==> src/include/mdl_pkg.sv <==
package mdl_pkg;

    // ****************************************
    // register map (byte offsets, 32-bit words)
    // ****************************************
    localparam int ADDR_W = 5;
    localparam logic [4:0] OFS_CTRL = 5'h00;
    localparam logic [4:0] OFS_ACT_THR = 5'h04;
    localparam logic [4:0] OFS_ACT_TIME = 5'h08;
    localparam logic [4:0] OFS_INACT_THR = 5'h0C;
    localparam logic [4:0] OFS_INACT_TIME = 5'h10;
    localparam logic [4:0] OFS_IRQ_MAP = 5'h14;
    localparam logic [4:0] OFS_STATUS = 5'h18;
    localparam logic [4:0] OFS_REF = 5'h1C;

    // ****************************************
    // field positions
    // ****************************************
    localparam int CTRL_W = 7;
    localparam int MAP_W = 3;
    localparam int MAP2_POS = 4;
    localparam int STAT_MODE_POS = 3;
    localparam int ACT_TIME_W = 8;
    localparam int INACT_TIME_W = 16;

    // ****************************************
    // reset values
    // ****************************************
    localparam logic [CTRL_W-1:0] RST_CTRL = 7'h00;
    localparam logic [ACT_TIME_W-1:0] RST_ACT_TIME = 8'h01;
    localparam logic [INACT_TIME_W-1:0] RST_INACT_TIME = 16'h0001;
    localparam logic [MAP_W-1:0] RST_MAP = 3'h0;

    // control word: loop only counts while link is set
    typedef struct packed {
        logic inact_ref;
        logic act_ref;
        logic autosleep;
        logic loop;
        logic link;
        logic inact_en;
        logic act_en;
    } mdl_ctrl_type;

    // sticky events and awake level, also the irq map layout
    typedef struct packed {
        logic awake;
        logic inact;
        logic act;
    } mdl_evt_type;

    typedef enum logic {
        ST_SEEK_ACT,
        ST_SEEK_INACT
    } mdl_state_type;

endpackage : mdl_pkg

==> src/design/mdl_link_ctrl.sv <==
module mdl_link_ctrl
    import mdl_pkg::*;
#(
    parameter int DATA_W = 12
) (
    input wire logic mclk,
    input wire logic rst_n,
    input wire logic [ADDR_W-1:0] avs_address,
    input wire logic avs_read,
    input wire logic avs_write,
    input wire logic [31:0] avs_writedata,
    output logic [31:0] avs_readdata,
    output logic avs_waitrequest,
    input wire logic sample_valid,
    input wire logic signed [DATA_W-1:0] sample_data,
    output logic wakeup_mode,
    output logic irq_pin_first,
    output logic irq_pin_second
);

    if (DATA_W < 4 || DATA_W > 24) begin : g_bad_width
        $error("mdl_link_ctrl: DATA_W out of range");
    end

    // ****************************************
    // helpers
    // ****************************************
    function automatic logic [DATA_W-1:0] deviation(
        input logic signed [DATA_W-1:0] x,
        input logic signed [DATA_W-1:0] r,
        input logic use_ref
    );
        logic signed [DATA_W:0] d;
        d = {x[DATA_W-1], x};
        if (use_ref) begin
            d = d - {r[DATA_W-1], r};
        end
        if (d[DATA_W]) begin
            d = -d;
        end
        return d[DATA_W-1:0];
    endfunction : deviation

    // ****************************************
    // register bus
    // ****************************************
    mdl_ctrl_type ctrl_q, ctrl_d;
    logic [DATA_W-2:0] act_thr_q, act_thr_d;
    logic [DATA_W-2:0] inact_thr_q, inact_thr_d;
    logic [ACT_TIME_W-1:0] act_time_q, act_time_d;
    logic [INACT_TIME_W-1:0] inact_time_q, inact_time_d;
    logic [MAP_W-1:0] map1_q, map1_d, map2_q, map2_d;
    logic ack_q, ack_d;
    logic [31:0] rdata_q, rdata_d;
    logic stat_clr;
    logic [2:0] clr_mask;

    mdl_evt_type evt_q, evt_d;
    mdl_state_type st_q, st_d;
    logic wake_q, wake_d;
    logic signed [DATA_W-1:0] ref_q, ref_d;
    logic ref_load_q, ref_load_d;
    logic act_en_q, link_q;
    logic [ACT_TIME_W-1:0] act_cnt_q, act_cnt_d;
    logic [INACT_TIME_W-1:0] inact_cnt_q, inact_cnt_d;

    // one wait state: address decode and read mux settle before the answer
    assign avs_waitrequest = (avs_read | avs_write) & ~ack_q;
    assign avs_readdata = rdata_q;

    always_comb begin
        ack_d = (avs_read | avs_write) & ~ack_q;
        rdata_d = rdata_q;
        ctrl_d = ctrl_q;
        act_thr_d = act_thr_q;
        inact_thr_d = inact_thr_q;
        act_time_d = act_time_q;
        inact_time_d = inact_time_q;
        map1_d = map1_q;
        map2_d = map2_q;
        stat_clr = 1'b0;
        clr_mask = rdata_q[2:0];
        if (avs_read && !ack_q) begin
            rdata_d = 32'h0000_0000;
            case (avs_address)
                OFS_CTRL: rdata_d[CTRL_W-1:0] = ctrl_q;
                OFS_ACT_THR: rdata_d[DATA_W-2:0] = act_thr_q;
                OFS_ACT_TIME: rdata_d[ACT_TIME_W-1:0] = act_time_q;
                OFS_INACT_THR: rdata_d[DATA_W-2:0] = inact_thr_q;
                OFS_INACT_TIME: rdata_d[INACT_TIME_W-1:0] = inact_time_q;
                OFS_IRQ_MAP: begin
                    rdata_d[MAP_W-1:0] = map1_q;
                    rdata_d[MAP2_POS+:MAP_W] = map2_q;
                end
                OFS_STATUS: begin
                    rdata_d[2:0] = evt_q;
                    rdata_d[STAT_MODE_POS] = wake_q;
                end
                OFS_REF: rdata_d[DATA_W-1:0] = ref_q;
                default: rdata_d = 32'h0000_0000;
            endcase
        end
        // only the event bits that were returned get cleared
        if (avs_read && ack_q && avs_address == OFS_STATUS) begin
            stat_clr = 1'b1;
        end
        if (avs_write && ack_q) begin
            case (avs_address)
                OFS_CTRL: ctrl_d = avs_writedata[CTRL_W-1:0];
                OFS_ACT_THR: act_thr_d = avs_writedata[DATA_W-2:0];
                OFS_ACT_TIME: act_time_d = avs_writedata[ACT_TIME_W-1:0];
                OFS_INACT_THR: inact_thr_d = avs_writedata[DATA_W-2:0];
                OFS_INACT_TIME:
                    inact_time_d = avs_writedata[INACT_TIME_W-1:0];
                OFS_IRQ_MAP: begin
                    map1_d = avs_writedata[MAP_W-1:0];
                    map2_d = avs_writedata[MAP2_POS+:MAP_W];
                end
                default: ;
            endcase
        end
    end

    always_ff @(posedge mclk or negedge rst_n) begin
        if (!rst_n) begin
            ack_q <= 1'b0;
            rdata_q <= 32'h0000_0000;
            ctrl_q <= RST_CTRL;
            act_thr_q <= '0;
            inact_thr_q <= '0;
            act_time_q <= RST_ACT_TIME;
            inact_time_q <= RST_INACT_TIME;
            map1_q <= RST_MAP;
            map2_q <= RST_MAP;
        end else begin
            ack_q <= ack_d;
            rdata_q <= rdata_d;
            ctrl_q <= ctrl_d;
            act_thr_q <= act_thr_d;
            inact_thr_q <= inact_thr_d;
            act_time_q <= act_time_d;
            inact_time_q <= inact_time_d;
            map1_q <= map1_d;
            map2_q <= map2_d;
        end
    end

    // ****************************************
    // detection and linking
    // ****************************************
    logic linked, looped;
    logic act_run, inact_run, act_hit, inact_hit;
    logic act_det, inact_det, sample_ok;
    logic [DATA_W-1:0] act_mag, inact_mag;

    always_comb begin
        linked = ctrl_q.link;
        looped = ctrl_q.link & ctrl_q.loop;
        // a sample that loads the reference is not judged against it
        sample_ok = sample_valid & ~ref_load_q;
        act_mag = deviation(sample_data, ref_q, ctrl_q.act_ref);
        inact_mag = deviation(sample_data, ref_q, ctrl_q.inact_ref);
        act_hit = act_mag > {1'b0, act_thr_q};
        inact_hit = inact_mag < {1'b0, inact_thr_q};
        act_run = ctrl_q.act_en;
        inact_run = ctrl_q.inact_en;
        if (linked) begin
            act_run = ctrl_q.act_en && st_q == ST_SEEK_ACT
                && (looped || !evt_q.inact);
            inact_run = ctrl_q.inact_en && st_q == ST_SEEK_INACT
                && (looped || !evt_q.act);
        end
        act_det = 1'b0;
        inact_det = 1'b0;
        act_cnt_d = act_cnt_q;
        inact_cnt_d = inact_cnt_q;
        if (!act_run) begin
            act_cnt_d = '0;
        end else if (sample_ok) begin
            if (!act_hit) begin
                act_cnt_d = '0;
            end else if (wake_q || act_cnt_q + 1'b1 >= act_time_q) begin
                act_det = 1'b1;
                act_cnt_d = '0;
            end else begin
                act_cnt_d = act_cnt_q + 1'b1;
            end
        end
        if (!inact_run) begin
            inact_cnt_d = '0;
        end else if (sample_ok) begin
            if (!inact_hit) begin
                inact_cnt_d = '0;
            end else if (inact_cnt_q + 1'b1 >= inact_time_q) begin
                inact_det = 1'b1;
                inact_cnt_d = '0;
            end else begin
                inact_cnt_d = inact_cnt_q + 1'b1;
            end
        end

        evt_d = evt_q;
        st_d = st_q;
        wake_d = wake_q;
        ref_d = ref_q;
        ref_load_d = ref_load_q;
        if (ref_load_q && sample_valid) begin
            ref_d = sample_data;
            ref_load_d = 1'b0;
        end
        if (stat_clr) begin
            evt_d.act = evt_q.act & ~clr_mask[0];
            evt_d.inact = evt_q.inact & ~clr_mask[1];
        end
        if (ctrl_q.act_en && !act_en_q) begin
            ref_load_d = 1'b1;
        end
        if (linked && !link_q) begin
            st_d = ST_SEEK_ACT;
            evt_d.awake = 1'b0;
            ref_load_d = 1'b1;
        end
        // events set after any clear, so a set in the clear cycle wins
        if (inact_det) begin
            evt_d.inact = 1'b1;
            evt_d.awake = 1'b0;
            if (linked) begin
                st_d = ST_SEEK_ACT;
                ref_load_d = ref_load_d | ctrl_q.act_ref;
                if (looped) begin
                    evt_d.act = 1'b0;
                end
                if (ctrl_q.autosleep) begin
                    wake_d = 1'b1;
                end
            end
        end
        if (act_det) begin
            evt_d.act = 1'b1;
            evt_d.awake = 1'b1;
            if (linked) begin
                st_d = ST_SEEK_INACT;
                if (looped) begin
                    evt_d.inact = 1'b0;
                end
                if (ctrl_q.autosleep) begin
                    wake_d = 1'b0;
                end
            end else begin
                ref_load_d = ref_load_d | ctrl_q.act_ref;
            end
        end
        // leaving the linked modes drops back to measurement
        if (!linked || !ctrl_q.autosleep) begin
            wake_d = 1'b0;
        end
    end

    always_ff @(posedge mclk or negedge rst_n) begin
        if (!rst_n) begin
            evt_q <= '0;
            st_q <= ST_SEEK_ACT;
            wake_q <= 1'b0;
            ref_q <= '0;
            ref_load_q <= 1'b0;
            act_en_q <= 1'b0;
            link_q <= 1'b0;
            act_cnt_q <= '0;
            inact_cnt_q <= '0;
        end else begin
            evt_q <= evt_d;
            st_q <= st_d;
            wake_q <= wake_d;
            ref_q <= ref_d;
            ref_load_q <= ref_load_d;
            act_en_q <= ctrl_q.act_en;
            link_q <= ctrl_q.link;
            act_cnt_q <= act_cnt_d;
            inact_cnt_q <= inact_cnt_d;
        end
    end

    // ****************************************
    // outputs
    // ****************************************
    // pins are pure levels from flops; awake gives a motion switch
    assign wakeup_mode = wake_q;
    assign irq_pin_first = |(map1_q & evt_q);
    assign irq_pin_second = |(map2_q & evt_q);

endmodule : mdl_link_ctrl

==> config.mk <==
export PLATFORM = sky130hd
export DESIGN_NAME = mdl_link_ctrl
export DESIGN_NICKNAME = d
export VERILOG_FILES = /design/src/include/mdl_pkg.sv /design/src/design/mdl_link_ctrl.sv
export SDC_FILE = /design/constraint.sdc
export NUM_CORES = 1
export LEC_CHECK = 0
export BUFFER_PORTS_ARGS = -buffer_cell sky130_fd_sc_hd__clkbuf_2
export CAP_MARGIN = 20
export CORE_MARGIN = 2
export CORE_UTILIZATION = 60
export CTS_BUF_LIST = sky130_fd_sc_hd__clkbuf_4 sky130_fd_sc_hd__clkbuf_8
export DETAILED_ROUTE_END_ITERATION = 6
export PLACE_DENSITY = 0.78
export SLEW_MARGIN = 40
export SYNTH_ARGS = -nofsm -noshare
export SYNTH_HDL_FRONTEND = slang
export SYNTH_SLANG_ARGS = --single-unit
==> constraint.sdc <==
create_clock -name mclk -period 13.3 [get_ports mclk]
set_input_delay 0 -clock mclk [delete_from_list [all_inputs] [get_ports mclk]]
set_output_delay 0 -clock mclk [all_outputs]
set_load 0.02 [all_outputs]
[After elaboration in Yosys (flattened, before gate mapping)]
Index checks and enable logic that the tools add are counted.
Word-level totals
  input port bits: 54
  flip-flop bits (word level): 120
  logic and storage cells: 148
  output and inout port bits: 36
Operators by class
  reduce and logical (&&, ||, !) cells: 32
  equality and inequality tests: 9
  bitwise operators: 15
  $lt $le $gt $ge: 4
  multiplexer cells: 57
  add/subtract/negate cells: 5
Operators with widths (number)
  16-bit two-way mux: 4
  1-bit two-way mux: 35
  8-bit two-way mux: 4
  13-bit two-way mux: 2
  12-bit two-way mux: 2
  12-bit negation: 2
  3-bit case mux with 8 select lines: 1
  3-bit case mux with 7 select lines: 1
  5-bit equality test (second input constant): 4
  16-bit by 1-bit adder with 16-bit output (second input constant): 1
  16-bit greater-or-equal comparator: 1
  12-bit by 12-bit subtractor with 13-bit output: 1
  12-bit by 11-bit greater-than comparator with 1-bit output: 1
  12-bit by 11-bit < comparator with 1-bit output: 1
  3-bit case mux with 4 select lines: 1
  2-bit AND reduction: 6
  1-bit logical AND: 11
  5-bit by 4-bit equality test with 1-bit output (second input constant): 2
  8-bit by 1-bit adder with 8-bit output (second input constant): 1
  8-bit greater-or-equal comparator: 1
  1-bit logical NOT: 7
  1-bit case mux with 7 select lines: 1
  3-bit bitwise AND: 2
  3-bit two-way mux: 2
  13 further kinds: 28

[Depth between registers and ports, before layout]
  depth after elaboration: 13
  mapped depth: 23
  mapped depth without buffers: 22

[Worst setup path after synthesis]
No wires, ideal clock.
  kind: reg2reg
  start: register ctrl_q[5] (netlist name)
  end: register act_cnt_q[3]
  clock period less this slack: 4.306 ns
  path slack: 8.994 ns
  data arrival time: 4.224 ns
  buffers on the path: 5
  cell stages (with the launch flop): 24
  cells stage by stage: dfrtp_1 clkbuf_1 clkbuf_1 buf_2 buf_1 nand2_1 o21ai_0 ha_1 and3_1 nand3_1 nor3_1 a21oi_1 xnor2_1 ha_1 and4_1 nand4_1 o21bai_1 a31oi_1 nor2b_1 and4_1 nor3_2 buf_2 nand4_1 a31oi_1
Between the ends
  cells in the longest elaborated chain, start to end: 7
Ends and longest elaborated chain
  start: declaration: RTL line mdl_link_ctrl.sv:47  | mdl_ctrl_type ctrl_q, ctrl_d;
  start signal: assignment: RTL line mdl_link_ctrl.sv:138  | ctrl_q <= ctrl_d;
  13-bit two-way mux (*): RTL line mdl_link_ctrl.sv:35  | if (use_ref) begin
  12-bit negation: RTL line mdl_link_ctrl.sv:39  | d = -d;
  12-bit two-way mux (*): RTL line mdl_link_ctrl.sv:38  | if (d[DATA_W]) begin
  12-bit by 11-bit greater-than comparator with 1-bit output (*): RTL line mdl_link_ctrl.sv:163  | act_hit = act_mag > {1'b0, act_thr_q};
  8-bit two-way mux (*): RTL line mdl_link_ctrl.sv:180  | if (!act_hit) begin
  8-bit two-way mux (*): RTL line mdl_link_ctrl.sv:179  | end else if (sample_ok) begin
  8-bit two-way mux (*): RTL line mdl_link_ctrl.sv:177  | if (!act_run) begin
  end signal: assignment: RTL line mdl_link_ctrl.sv:278  | act_cnt_q <= act_cnt_d;
  end: declaration: RTL line mdl_link_ctrl.sv:64  | logic [ACT_TIME_W-1:0] act_cnt_q, act_cnt_d;
Every way passes the cells marked *; elsewhere a longest branch is shown, timed or not. The select of a mux whose other input is x is not followed.
A chain may end at the register's enable or synchronous reset.

==> summary.txt <==
Route
  – Initial DRC Count: 762
  – Vias per inst: 6.131
  – DRC errors left: 0
  – Vias: 7,357
  – Remaining antenna violation count: 0
  – Final WL: 22,280 um
  – Detailed-route wire length per cell: 18.57 um
  – First-pass DRT Iterations: 5

Power
  – Total Power: 1.426 mW
  – Peak supply drop: 0.09228 mV
  – Clock network fraction of total power: 0.250
  – Comb pwr share: 0.418
  – LEAKAGE: 4.622 nW
  – Pint: 0.8672 mW
  – Sequential share of power: 0.331
  – Power Density: 147.1 nW/um^2
  – NetSw: 0.5589 mW
  – Sw Share: 0.3919

Min path
  – Hold Path Class: input port to flop

Logic synthesis
  – Synthesized flop and latch total: 120
  – Main flop type after synthesis: dfrtp_1
  – Synth warn: 0
  – Synth cell types: 79
  – Main combinational cell family by area after synthesis: compound AO/OA/AOI/OAI gates
  – Post-Synth Adder-Cell Area: 0.09165
  – Post-synthesis sequential area ratio: 0.3517
  – Post-synthesis compound-gate area fraction: 0.1881
  – Post-synthesis mux area share: 0.09575
  – Top-count cell post-synth: dfrtp_1
  – Post-synthesis cell count: 933
  – Synth top area cells: dfrtp_1 (35%), ha_1 (8.9%), mux2_2 (6.6%)
  – XOR/XNOR share of the synthesized area: 0.04407
  – Post-synth EDFFs: 0
  – Post-Syn Area: 8546 um^2
  – Share of the synthesized area in the top cell type: 0.3455
  – Syn_area_per_cell: 9.159 um^2
  – Post-synthesis cell type with the largest combined area: dfrtp_1
  – Synth top cells by count: dfrtp_1 (118), nand2_1 (94), inv_1 (73)
  – FFs w/ async S/R, synth: 1.000
  – Simple-gate share of the synthesized area: 0.1633

Timing
  – Final Max Slew Viols: 0
  – Setup TNS: 0 ps
  – Final setup fails: 0
  – Clk_skew: 14.26 ps
  – Fmax: 181.1 MHz
  – Period utilization: 0.4151
  – Max-slew headroom: 0.4051
  – Fin crit period: 5520 ps
  – RSZ-0062 raised after global routing: no
  – Slew @ Worst Pin: 885.5 ps
  – Final hold violation count: 0

Place
  – Post-DP Area: 8902 um^2
  – # port buffers: 57
  – Hpwl dp: 16,390 um
  – Routability cong.: 0.9350
  – DP Cell Count: 1,134

CTS
  – Resized cells post-CTS: 0
  – Clock buffer depth: 2
  – H-tree levels: 4
  – Clock Latency Late Sink: 450 ps
  – Sink Count: 120
  – Post-CTS setup buffers: 0
  – Root Driver: clkbuf_8
  – CTS Buf Count: 17
  – Clk slew on worst S/H paths: 70 ps
  – TritonCTS clock tree: done

Die
  – Die area: 15,210 um^2
  – Initial Util: 0.6156
  – Chip Height: 123.3 um
  – Die X: 123.3 um
  – # IOs: 90
  – FP Rows: 43
  – Core area: 13,880 um^2

Global routing
  – GRT Util Overall: 0.3050
  – Met1 global-route usage: 0.4068
  – Largest net degree at the start of global routing: 82
  – Vias in the first global route: 6,926
  – First-pass GRT wire length: 35,510 um
  – Met3 usage: 0.05858
  – Initial antenna violation count: 0
  – Grt ovf: 0
  – Most used routing layer: met2
  – Met2 Usage GRT: 0.5027

Finish
  – Share of cells above drive strength 1: 0.1725
  – Fin nets: 1,123
  – Fin area: 9692 um^2
  – Area grow syn2layout: 13.41%
  – Ant diodes: 0
  – Post-Layout Cell Count: 1,200
  – Util after Layout: 0.6982

Critical path
  – Worst path required time: 13,640 ps
  – Crit path DAT: 5860 ps
  – WS Path Type: flop to flop
  – Worst Path Max Fanout: 12
  – Worst setup SP type: flop
  – Nature of the critical path endpoint: flop

Outcome
  – Status: finished, final reports clean

Run
  – Max cap viols: 0
## area by class of cell
class / count / area, um^2
inverters: 73 / 274.0
flip-flops and latches: 120 / 3005
clock buffers: 24 / 311.5
multi-input cells: 699 / 5087
well taps: 180 / 225.2
repair buffers: 96 / 669.4
fillers: 1072 / 4189
clock inverters: 8 / 118.9
## critical path, stage by stage, from the launching register on
cell and delay, ps:
dfrtp_1 480, inv_1 80, ha_1 360, and3b_1 220
or3_1 360, a31oi_1 350, and3_1 280, nand3_1 90
nor3_1 270, a21oi_1 120, xnor2_1 160, ha_1 320
and4_1 200, nand4_1 130, o21bai_1 180, a31oi_1 330
nor2b_1 80, and4_1 240, nor3_4 520, nand4_1 340
o22a_1 290
## through the flow
step / hold WS [ps] / setup WS [ps]
final: 29.73 / 7780
after global routing: 18.70 / 7481
after CTS: 40.09 / 7655
after detailed placement: 24.76 / 7722
after global placement: 17.96 / 7527
after floorplan: -295.6 / 8994
## cells in the final DEF (no fill, tap or decap), drive strengths merged, types with 8 or more instances in the layout
cell           n
dlygate4sd3   34
nand4         14
a22o          16
clkbuf        80
o211ai         8
nor2          47
o21ai         67
nand2         94
mux2i         12
a21o          24
ha            61
mux2          50
a22oi         12
nor3          20
xnor2         27
xor2          16
nor4           8
nand3         28
conb          16
inv           73
nand2b        12
a31oi         13
and3          10
nor2b         14
dfrtp        118
a21oi         31
## flip-flops by register name (all words and copies together) (netlist names), 3 cells and up
name          count
act_thr_q        11
act_time_q        8
inact_time_q     16
evt_q             3
inact_cnt_q      16
map2_q            3
map1_q            3
ctrl_q            6
ref_q            12
inact_thr_q      11
act_cnt_q         8
avs_readdata     16
## path summary, 6_finish.rpt
kind / slack [ps] / startpoint / cells after the start / to
max reg2reg: 7780 / ref_q[2] / 20 / evt_q[1]
min reg2reg: 490 / ref_q[6] / 2 / ref_q[6]
min: 30 / avs_address[1] / 3 / avs_readdata[10]
max: 7780 / ref_q[2] / 20 / evt_q[1]
min in group asynchronous: 70 / rst_n / 2 / ref_q[5]
max in group asynchronous: 12070 / rst_n / 3 / act_cnt_q[5]
## power groups by stage
| stage | clock network, mW | logic (mW) | registers (mW) |
|---|---|---|---|
| global placement | 0 | 0.556 | 0.475 |
| CTS | 0.360 | 0.586 | 0.471 |
| floorplan | 0 | 0.444 | 0.456 |
| global route | 0.376 | 0.660 | 0.477 |
| detailed placement | 0 | 0.570 | 0.477 |
| finish | 0.357 | 0.596 | 0.473 |
## layer usage
metal	vias to the layer above	wire length (um)
met2	251	10700
met5	-	0
met3	45	1399
met4	0	485
li1	3494	-
met1	3567	9695
## kinds of logic after synthesis
kind of cell,count (synthesis)
other,1
xor gates and xnor gates,43
buffers and inverters,129
AOI/OAI and AO/OA,234
DFF,120
muxes,68
and+or+nand+nor,276
adders and majority gates,62
## timing repair
item | CTS | global route
endpoints found under the setup margin | 0 | 0
hold endpoints to repair | 115 | 0
hold buffers | 34 | 0
(Power assumes the default switching activity.)
